## config.mk

```make
export PLATFORM = sky130hd
export DESIGN_NAME = sac_core
export DESIGN_NICKNAME = d
export VERILOG_FILES = /design/src/hdl/sac_pkg.sv /design/src/hdl/sac_edge.sv /design/src/hdl/sac_buf.sv /design/src/hdl/sac_core.sv
export SDC_FILE = /design/constraint.sdc
export NUM_CORES = 1
export LEC_CHECK = 0
export BUFFER_PORTS_ARGS = -buffer_cell sky130_fd_sc_hd__buf_2
export CAP_MARGIN = 25
export CORE_ASPECT_RATIO = 0.75
export CORE_MARGIN = 3
export CORE_UTILIZATION = 60
export CTS_CLUSTER_DIAMETER = 120
export DETAILED_ROUTE_END_ITERATION = 7
export GPL_TIMING_DRIVEN = 0
export PLACE_DENSITY = 0.83
export SKIP_LAST_GASP = 1
export SLEW_MARGIN = 25
export SYNTH_ARGS = -nofsm -noshare
export SYNTH_HDL_FRONTEND = slang
export SYNTH_HIERARCHICAL = 1
export SYNTH_SLANG_ARGS = --single-unit
export TNS_END_PERCENT = 50
```

## constraint.sdc

```tcl
create_clock -name mclk -period 3.1 [get_ports mclk]
set_input_delay 0 -clock mclk [delete_from_list [all_inputs] [get_ports mclk]]
set_output_delay 0 -clock mclk [all_outputs]
set_load 0.05 [all_outputs]
```

## src/hdl/sac_pkg.sv

```systemverilog
package sac_pkg;

	// ----------------------------------------------------------------
	// Widths
	// ----------------------------------------------------------------
	localparam int RES_W  = 13;
	localparam int MAG_W  = 12;
	localparam int BYTE_W = 8;
	localparam int CNT_W  = 11;
	localparam int IDX_W  = 4;
	localparam int EXT_W  = BYTE_W - (RES_W - BYTE_W);

	// ----------------------------------------------------------------
	// Sequence lengths in converter clock periods
	// ----------------------------------------------------------------
	localparam logic [CNT_W-1:0] AZ_CYCLES  = 11'd26;
	localparam logic [CNT_W-1:0] ACQ_CYCLES = 11'd7;
	localparam logic [CNT_W-1:0] CAL_CYCLES = 11'd1399;
	localparam logic [CNT_W-1:0] CNT_ONE    = 11'd1;
	localparam logic [CNT_W-1:0] CNT_ZERO   = 11'd0;

	// ----------------------------------------------------------------
	// Bit positions, masks and reset values
	// ----------------------------------------------------------------
	localparam int SIGN_BIT = RES_W - 1;
	localparam logic [IDX_W-1:0]  MSB_IDX   = 4'hb;
	localparam logic [IDX_W-1:0]  LSB_IDX   = 4'h0;
	localparam logic [IDX_W-1:0]  IDX_ONE   = 4'h1;
	localparam logic [BYTE_W-1:0] TEST_MASK = 8'h6c;
	localparam logic [BYTE_W-1:0] OE_ALL    = 8'hff;
	localparam logic [BYTE_W-1:0] OE_NONE   = 8'h00;
	localparam logic [RES_W-1:0]  RES_RST   = 13'h0000;
	localparam logic [MAG_W-1:0]  MAG_ZERO  = 12'h000;
	localparam logic [MAG_W-1:0]  MAG_ONE   = 12'h001;
	localparam int EDGE_N = 4;
	localparam int E_WR   = 0;
	localparam int E_TH   = 1;
	localparam int E_RD   = 2;
	localparam int E_CAL  = 3;

	// ----------------------------------------------------------------
	// Types
	// ----------------------------------------------------------------
	typedef enum logic [3:0] {
		ST_IDLE, ST_CAL, ST_ARMED, ST_AZ, ST_ACQ, ST_TRACK,
		ST_SIGN, ST_BITS, ST_STORE, ST_DRAIN
	} sac_state_t;

	typedef struct packed {
		logic chip_select_n;
		logic write_strobe_n;
		logic read_strobe_n;
		logic track_hold_n;
		logic calibrate_n;
		logic autozero_n;
	} sac_host_in_t;

	typedef struct packed {
		logic [BYTE_W-1:0] data;
		logic [BYTE_W-1:0] oe;
	} sac_bus_out_t;

	typedef struct packed {
		logic [MAG_W-1:0] code;
		logic             sign_test;
		logic             track;
	} sac_analog_t;

endpackage : sac_pkg

```

## src/hdl/sac_edge.sv

```systemverilog
`timescale 1ns/1ps
module sac_edge #(
	parameter int N = 4
) (
	// Clock and reset
	input  wire logic         mclk,
	input  wire logic         srst,
	// Sampled levels and their edges
	input  wire logic [N-1:0] level,
	output logic      [N-1:0] fall,
	output logic      [N-1:0] rise
);

	typedef struct packed {
		logic [N-1:0] prev;
	} sac_edge_st_t;

	sac_edge_st_t st_reg;
	sac_edge_st_t st_next;

	always_comb
	begin
		st_next      = st_reg;
		st_next.prev = level;
	end

	always_ff @(posedge mclk)
	begin
		// Strobes idle high, so reset assumes all released
		if (srst)
			st_reg <= '{prev: '1};
		else
			st_reg <= st_next;
	end

	assign fall = st_reg.prev & ~level;
	assign rise = ~st_reg.prev & level;

endmodule : sac_edge

```

## src/hdl/sac_buf.sv

```systemverilog
`timescale 1ns/1ps
module sac_buf #(
	parameter int W     = 13,
	parameter int DEPTH = 2
) (
	// Clock and reset
	input  wire logic         mclk,
	input  wire logic         srst,
	// Filling side
	input  wire logic         in_valid,
	output logic              in_ready,
	input  wire logic [W-1:0] in_data,
	// Draining side
	output logic              out_valid,
	input  wire logic         out_ready,
	output logic      [W-1:0] out_data
);

	localparam int PW = $clog2(DEPTH);

	typedef struct packed {
		logic [DEPTH-1:0][W-1:0] mem;
		logic [PW-1:0]           wp;
		logic [PW-1:0]           rp;
		logic [PW:0]             cnt;
	} sac_buf_st_t;

	sac_buf_st_t st_reg;
	sac_buf_st_t st_next;

	logic push;
	logic pop;

	assign in_ready  = st_reg.cnt != (PW+1)'(DEPTH);
	assign out_valid = st_reg.cnt != '0;
	assign out_data  = st_reg.mem[st_reg.rp];
	assign push      = in_valid && in_ready;
	assign pop       = out_valid && out_ready;

	always_comb
	begin
		st_next = st_reg;
		if (push)
		begin
			st_next.mem[st_reg.wp] = in_data;
			st_next.wp = (st_reg.wp == PW'(DEPTH - 1)) ? '0 : st_reg.wp + PW'(1);
		end
		if (pop)
			st_next.rp = (st_reg.rp == PW'(DEPTH - 1)) ? '0 : st_reg.rp + PW'(1);
		if (push && !pop)
			st_next.cnt = st_reg.cnt + (PW+1)'(1);
		else if (pop && !push)
			st_next.cnt = st_reg.cnt - (PW+1)'(1);
	end

	always_ff @(posedge mclk)
	begin
		if (srst)
			st_reg <= '0;
		else
			st_reg <= st_next;
	end

endmodule : sac_buf

```

## src/hdl/sac_core.sv

```systemverilog
`timescale 1ns/1ps
module sac_core (
	// Clock and reset
	input  wire logic                 mclk,
	input  wire logic                 srst,
	// Host control pins
	input  wire sac_pkg::sac_host_in_t host_in,
	// Host data port and status
	output sac_pkg::sac_bus_out_t     bus_out,
	output logic                      conversion_done,
	output logic                      result_ready_irq_n,
	// Analog front end
	input  wire logic                 comp_high,
	output sac_pkg::sac_analog_t      analog
);

	// ----------------------------------------------------------------
	// State
	// ----------------------------------------------------------------
	typedef struct packed {
		sac_pkg::sac_state_t              state;
		logic [sac_pkg::CNT_W-1:0]        cnt;
		logic [sac_pkg::IDX_W-1:0]        idx;
		logic [sac_pkg::MAG_W-1:0]        mag;
		logic                             sign;
		logic                             az_mode;
		logic [sac_pkg::RES_W-1:0]        push_data;
		logic                             push_vld;
		logic [sac_pkg::RES_W-1:0]        out_res;
		logic                             ptr_lo;
		logic                             irq_n;
		logic                             done;
		logic [sac_pkg::BYTE_W-1:0]       db_data;
		logic [sac_pkg::BYTE_W-1:0]       db_oe;
	} sac_core_st_t;

	sac_core_st_t st_reg;
	sac_core_st_t st_next;

	// ----------------------------------------------------------------
	// Edge detection and qualification
	// ----------------------------------------------------------------
	logic [sac_pkg::EDGE_N-1:0] fall;
	logic [sac_pkg::EDGE_N-1:0] rise;
	logic                       cs;
	logic                       wr_fall;
	logic                       wr_rise;
	logic                       th_fall;
	logic                       th_rise;
	logic                       rd_rise;
	logic                       rd_act;
	logic                       cal_start;
	logic                       test_mode;

	sac_edge #(
		.N (sac_pkg::EDGE_N)
	) u_edge (
		.mclk  (mclk),
		.srst  (srst),
		.level ({host_in.calibrate_n, host_in.read_strobe_n,
		         host_in.track_hold_n, host_in.write_strobe_n}),
		.fall  (fall),
		.rise  (rise)
	);

	assign cs        = !host_in.chip_select_n;
	assign wr_fall   = cs && fall[sac_pkg::E_WR];
	assign wr_rise   = cs && rise[sac_pkg::E_WR];
	assign th_fall   = cs && fall[sac_pkg::E_TH];
	assign th_rise   = cs && rise[sac_pkg::E_TH];
	assign rd_rise   = cs && rise[sac_pkg::E_RD];
	assign rd_act    = cs && !host_in.read_strobe_n;
	assign cal_start = fall[sac_pkg::E_CAL] && host_in.chip_select_n
	                   && host_in.track_hold_n;
	assign test_mode = cs && !host_in.calibrate_n && host_in.read_strobe_n;

	// ----------------------------------------------------------------
	// Result buffer between the converter and the output register
	// ----------------------------------------------------------------
	logic                      buf_in_ready;
	logic                      buf_out_valid;
	logic                      buf_out_ready;
	logic [sac_pkg::RES_W-1:0] buf_out_data;

	// Output register only reloads between read pairs, so a half-read
	// result is never torn; the buffer absorbs the wait.
	assign buf_out_ready = !st_reg.ptr_lo && !rd_act && !rd_rise;

	sac_buf #(
		.W     (sac_pkg::RES_W),
		.DEPTH (2)
	) u_buf (
		.mclk      (mclk),
		.srst      (srst),
		.in_valid  (st_reg.push_vld),
		.in_ready  (buf_in_ready),
		.in_data   (st_reg.push_data),
		.out_valid (buf_out_valid),
		.out_ready (buf_out_ready),
		.out_data  (buf_out_data)
	);

	// ----------------------------------------------------------------
	// Sequencer
	// ----------------------------------------------------------------
	logic [sac_pkg::MAG_W-1:0] bit_mask;
	logic [sac_pkg::RES_W-1:0] signed_res;

	assign bit_mask   = sac_pkg::MAG_ONE << st_reg.idx;
	assign signed_res = st_reg.sign ? sac_pkg::RES_W'(-{1'b0, st_reg.mag})
	                                : {1'b0, st_reg.mag};

	always_comb
	begin
		st_next = st_reg;

		unique case (st_reg.state)
			sac_pkg::ST_IDLE, sac_pkg::ST_ARMED, sac_pkg::ST_TRACK:
				;
			sac_pkg::ST_CAL:
			begin
				if (st_reg.cnt == sac_pkg::CNT_ONE)
					st_next.state = sac_pkg::ST_IDLE;
				st_next.cnt = st_reg.cnt - sac_pkg::CNT_ONE;
			end
			sac_pkg::ST_AZ:
			begin
				if (st_reg.cnt == sac_pkg::CNT_ONE)
				begin
					st_next.state = sac_pkg::ST_ACQ;
					st_next.cnt   = sac_pkg::ACQ_CYCLES;
				end
				else
					st_next.cnt = st_reg.cnt - sac_pkg::CNT_ONE;
			end
			sac_pkg::ST_ACQ:
			begin
				if (st_reg.cnt == sac_pkg::CNT_ONE)
					st_next.state = sac_pkg::ST_SIGN;
				else
					st_next.cnt = st_reg.cnt - sac_pkg::CNT_ONE;
			end
			sac_pkg::ST_SIGN:
			begin
				// Held input above ground means positive: sign low
				st_next.sign  = !comp_high;
				st_next.idx   = sac_pkg::MSB_IDX;
				st_next.mag   = sac_pkg::MAG_ZERO;
				st_next.state = sac_pkg::ST_BITS;
			end
			sac_pkg::ST_BITS:
			begin
				if (comp_high)
					st_next.mag = st_reg.mag | bit_mask;
				if (st_reg.idx == sac_pkg::LSB_IDX)
					st_next.state = sac_pkg::ST_STORE;
				else
					st_next.idx = st_reg.idx - sac_pkg::IDX_ONE;
			end
			sac_pkg::ST_STORE:
			begin
				st_next.push_data = signed_res;
				st_next.push_vld  = 1'b1;
				st_next.state     = sac_pkg::ST_DRAIN;
			end
			sac_pkg::ST_DRAIN:
			begin
				if (st_reg.push_vld && buf_in_ready)
					st_next.push_vld = 1'b0;
				// Done rises only once the result sits in the output register
				if (!st_reg.push_vld && !buf_out_valid)
					st_next.state = sac_pkg::ST_IDLE;
			end
		endcase

		// Conversion starts abort anything except calibration
		if (st_reg.state != sac_pkg::ST_CAL)
		begin
			if (wr_fall)
			begin
				st_next.state    = sac_pkg::ST_ARMED;
				st_next.push_vld = 1'b0;
			end
			else if (wr_rise)
			begin
				st_next.push_vld = 1'b0;
				st_next.az_mode  = !host_in.autozero_n;
				if (!host_in.autozero_n)
				begin
					st_next.state = sac_pkg::ST_AZ;
					st_next.cnt   = sac_pkg::AZ_CYCLES;
				end
				else
					st_next.state = sac_pkg::ST_SIGN;
			end
			else if (th_fall)
			begin
				st_next.state    = sac_pkg::ST_TRACK;
				st_next.push_vld = 1'b0;
				st_next.az_mode  = 1'b0;
			end
			else if (th_rise && st_reg.state == sac_pkg::ST_TRACK)
				st_next.state = sac_pkg::ST_SIGN;
			if (cal_start)
			begin
				st_next.state    = sac_pkg::ST_CAL;
				st_next.cnt      = sac_pkg::CAL_CYCLES;
				st_next.push_vld = 1'b0;
			end
		end

		// Byte pointer and interrupt
		if (rd_rise)
			st_next.ptr_lo = !st_reg.ptr_lo;
		if (rd_act)
			st_next.irq_n = 1'b1;
		// A new result wins over a read clearing the interrupt
		if (buf_out_valid && buf_out_ready)
		begin
			st_next.out_res = buf_out_data;
			st_next.ptr_lo  = 1'b0;
			st_next.irq_n   = 1'b0;
		end

		// Done is high only while idle, waiting, tracking or acquiring
		unique case (st_next.state)
			sac_pkg::ST_IDLE, sac_pkg::ST_ARMED, sac_pkg::ST_TRACK, sac_pkg::ST_ACQ:
				st_next.done = 1'b1;
			default:
				st_next.done = 1'b0;
		endcase

		// Data port
		st_next.db_data = st_next.ptr_lo
		                  ? st_next.out_res[sac_pkg::BYTE_W-1:0]
		                  : {{sac_pkg::EXT_W{st_next.out_res[sac_pkg::SIGN_BIT]}},
		                     st_next.out_res[sac_pkg::SIGN_BIT:sac_pkg::BYTE_W]};
		if (rd_act)
			st_next.db_oe = sac_pkg::OE_ALL;
		else if (test_mode)
			st_next.db_oe = sac_pkg::TEST_MASK;
		else
			st_next.db_oe = sac_pkg::OE_NONE;
	end

	// ----------------------------------------------------------------
	// Registers
	// ----------------------------------------------------------------
	always_ff @(posedge mclk)
	begin
		// Reset runs the power-up calibration, which cannot be cut short
		if (srst)
		begin
			st_reg           <= '0;
			st_reg.state     <= sac_pkg::ST_CAL;
			st_reg.cnt       <= sac_pkg::CAL_CYCLES;
			st_reg.out_res   <= sac_pkg::RES_RST;
			st_reg.irq_n     <= 1'b1;
			st_reg.done      <= 1'b0;
			st_reg.db_oe     <= sac_pkg::OE_NONE;
		end
		else
			st_reg <= st_next;
	end

	// ----------------------------------------------------------------
	// Outputs
	// ----------------------------------------------------------------
	assign conversion_done    = st_reg.done;
	assign result_ready_irq_n = st_reg.irq_n;
	assign bus_out.data       = st_reg.db_data;
	assign bus_out.oe         = st_reg.db_oe;
	assign analog.code        = (st_reg.state == sac_pkg::ST_BITS)
	                            ? (st_reg.mag | bit_mask) : st_reg.mag;
	assign analog.sign_test   = st_reg.state == sac_pkg::ST_SIGN;
	assign analog.track       = st_reg.done;

endmodule : sac_core

```

# After elaboration in Yosys (flattened, before gate mapping)
# Index checks and enable logic that the tools add are counted.
[totals]
out_inout_bits = 32
romBits = 0
elab_cells = 137
regBits = 112
in_bits = 9
latchBits = 0
mem_count = 0
ramBits = 0
[op_classes]
div_mod_pow = 0
multipliers = 0
bitwise_logic = 5
add_sub_neg = 7
order_cmp = 3
reduce_logical = 39
n_shift = 1
n_mux = 47
n_eq_ne = 16
[op_table]
columns = ["op", "count"]
rows = [
  ["$mux 11", 5],
  ["$mux 13", 4],
  ["$mux 15", 3],
  ["$mux 4", 10],
  ["$pmux 11 s3", 1],
  ["$pmux 16 s2", 1],
  ["$pmux 4 s7", 1],
  ["$bwmux 26", 1],
  ["$eq 4x3->1 const B", 6],
  ["$mux 12", 2],
  ["$logic_and 1x1->1", 19],
  ["$mux 8", 2],
  ["$demux 13 s1", 1],
  ["$neg 12->13", 1],
  ["$or 12x12->12", 1],
  ["$shl 1x4->12 const A", 1],
  ["$eq 11x1->1 const B", 1],
  ["$logic_not 1->1", 11],
  ["$mux 1", 11],
  ["$sub 11x1->11 const B", 1],
  ["$eq 4x2->1 const B", 2],
  ["$eq 4x4->1 const B", 2],
  ["$logic_not 4->1", 2],
  ["$reduce_bool 2->1", 4],
  ["19 further kinds", 25],
]

# Depth between registers and ports, before layout
[logic_depth]
word_depth = 14
depth_mapped = 11
depth_no_buf = 11

# Hierarchy
# Netlist, hierarchy kept.
[modules_own_cells]
columns = ["mod", "area_each_um2", "seq_area_each_um2", "instances", "cells_per_inst"]
rows = [
  ["sac_core", 3742.3, 1441.4, 1, 445],
  ["sac_buf", 1437.6, 600.6, 1, 151],
  ["sac_edge", 160.2, 80.1, 1, 16],
]

# Worst setup path after synthesis
# No wires, ideal clock.
[synth_path]
path_type = "register to register"
from = "register st_reg[64] (netlist name)"
to = "register st_reg[64] (netlist name)"
path_buffers = 0
required_ns = 2.948
arrival_time_ns = 2.084
stages_incl_launch_ff = 11
slack_ns = 0.864
synth_period_minus_slack_ns = 2.236
setup_time_ns = 0.152
cell_sequence = "dfxtp_1 ha_1 or4b_4 nor3_4 inv_2 ha_1 nor4bb_1 a31oi_1 o22ai_1 a21oi_1 o21ai_0"

==> results_dict.tcl <==
set metrics [dict create \
    status "complete, no violations" \
    synthCells 610 \
    grt_pass1_wl_microns 21000 \
    start_kind "register" \
    die_h_microns 87.6 \
    grt_pass1_vias 4191 \
    period_needed_ps 2730 \
    grt_setup_unrepaired "no" \
    crit_arrival_ps 2970 \
    period_share_pct 88.1 \
    root_buffer "clkbuf_16" \
    final_cell_mix "dfxtp_1 (106), nor2_1 (82), o21ai_0 (53)" \
    start_util_pct 62.2 \
    critPathCaptureType "register" \
    syn_area_sq_um 5330 \
    powerDensity_nw_per_um2 526 \
    drt_wl_total_microns 12900 \
    syn_nets 629 \
    place_congestion 0.968 \
    cts.path.max_buffers 2 \
    largest_reg_flops 60 \
    syn_to_final_growth_pct 12.8 \
    worstPathMaxFanout 6 \
    crit_type "register to register" \
    wl_per_cell_microns 16.6 \
    core.rowCount 29 \
    core_sq_um 8560 \
    grt.total_usage_pct 26.3 \
    cts_tree "done" \
    clk_latency_ps 350 \
    cts.clk_slew.worst_paths_ps 70 \
    ir_worst_vdd_mv 0.276 \
    dieArea_sq_um 10100 \
    cp_data_required_time_ps 3340 \
    vias_per_cell 5.83 \
    vias 4541 \
    relSlewSlack_pct 59.7 \
    drive_gt1_share_pct 17.6 \
    die_w_microns 115 \
    postCtsSetupBuffers 0 \
    setup_tns_ps 0 \
    grt-ovfl-total 0 \
    dp_hpwl_microns 9370 \
    fin_skew_ps 3.35 \
    cts_resized 0 \
    antenna_left 0 \
    dr.pass1.iters 5 \
    hold_buffers 6 \
    layout.cells.most_common "dfxtp_1" \
    antenna_found_initial 0 \
    htreeDepth 3 \
    grt_max_degree 17 \
    leakagePower_uw 0.00257 \
    antenna_cells 0 \
    nNetsFinal 686 \
    synth_area_per_cell_sq_um 8.73 \
    drv_cap 0 \
    cts_num_sinks 106 \
    drcViolationCount 0 \
    setup_viol 0 \
    io_buffers 40 \
    maxSlewViolCount 0 \
    drtIter0Drc 415 \
    numCtsBuffers 9 \
    hold_viol 0 \
    final_util_pct 70.1 \
    worstHoldPathType "input port to register" \
    synth_warnings 6 \
    max_freq_mhz 366 \
    boundaryPins 41 \
    worst_pin_slew_ps 604 \
]
[final cells by class]
| class | count | area [sq um] |
|---|---|---|
| clock buffer | 11 | 253 |
| timing repair buffer | 46 | 260 |
| tap | 108 | 135 |
| sequential | 106 | 2120 |
| clock inverter | 4 | 26.3 |
| buffer | 45 | 312 |
| inverter | 17 | 63.8 |
| fill | 695 | 2560 |
| multi-input combinational | 442 | 2840 |
[metrics by stage]
step	area, sq um	power, uW	hold WS, ps	worst slack (ps)	cells
floorplan	5330	1940	76.8	864	610
global placement	5660	2060	202	581	758
detailed placement	5660	2080	216	487	758
CTS	6000	3150	27.1	423	779
global route	6010	3280	39.0	168	779
finish	6010	3160	43.0	369	779
[path summary, 6_finish.rpt]
| path | startpoint | to | slack [ps] | cells after the start |
|---|---|---|---|---|
| max | st_reg[60] | conversion_done | 370 | 8 |
| min | host_in[0] | st_reg[69] | 40 | 3 |
| max reg2reg | st_reg[60] | conversion_done | 370 | 8 |
| min reg2reg | st_reg[33] | st_reg[33] | 460 | 2 |
[worst max-delay path, stage by stage (launching register included)]
cell,delay (ps)
dfxtp_1,360
inv_1,130
ha_1,310
nor3b_1,550
a21oi_1,270
a2111oi_0,400
o32a_1,250
mux2i_1,100
nor3_1,260
[routing by layer]
| layer | share of wire, % | vias to the layer above | GRT usage, % | routed length, microns |
|---|---|---|---|---|
| met3 | 6.5 | 10 | 5.73 | 842 |
| met2 | 45 | 169 | 41.4 | 5790 |
| li1 | - | 2214 | - | - |
| met4 | 0.92 | 0 | 6.29 | 119 |
| met1 | 48 | 2148 | 37.2 | 6180 |
| met5 | 0 | - | 0 | 0 |
[power breakdown]
| part | internal (uW) | total [uW] | leakage [uW] | switching [uW] |
|---|---|---|---|---|
| registers | 1410 | 1470 | 0.000857 | 57.3 |
| clock network | 585 | 1090 | 0.000138 | 503 |
| logic | 245 | 602 | 0.00158 | 357 |
| total | 2240 | 3160 | 0.00257 | 917 |
Note: power is estimated with default switching activity, not from simulation.
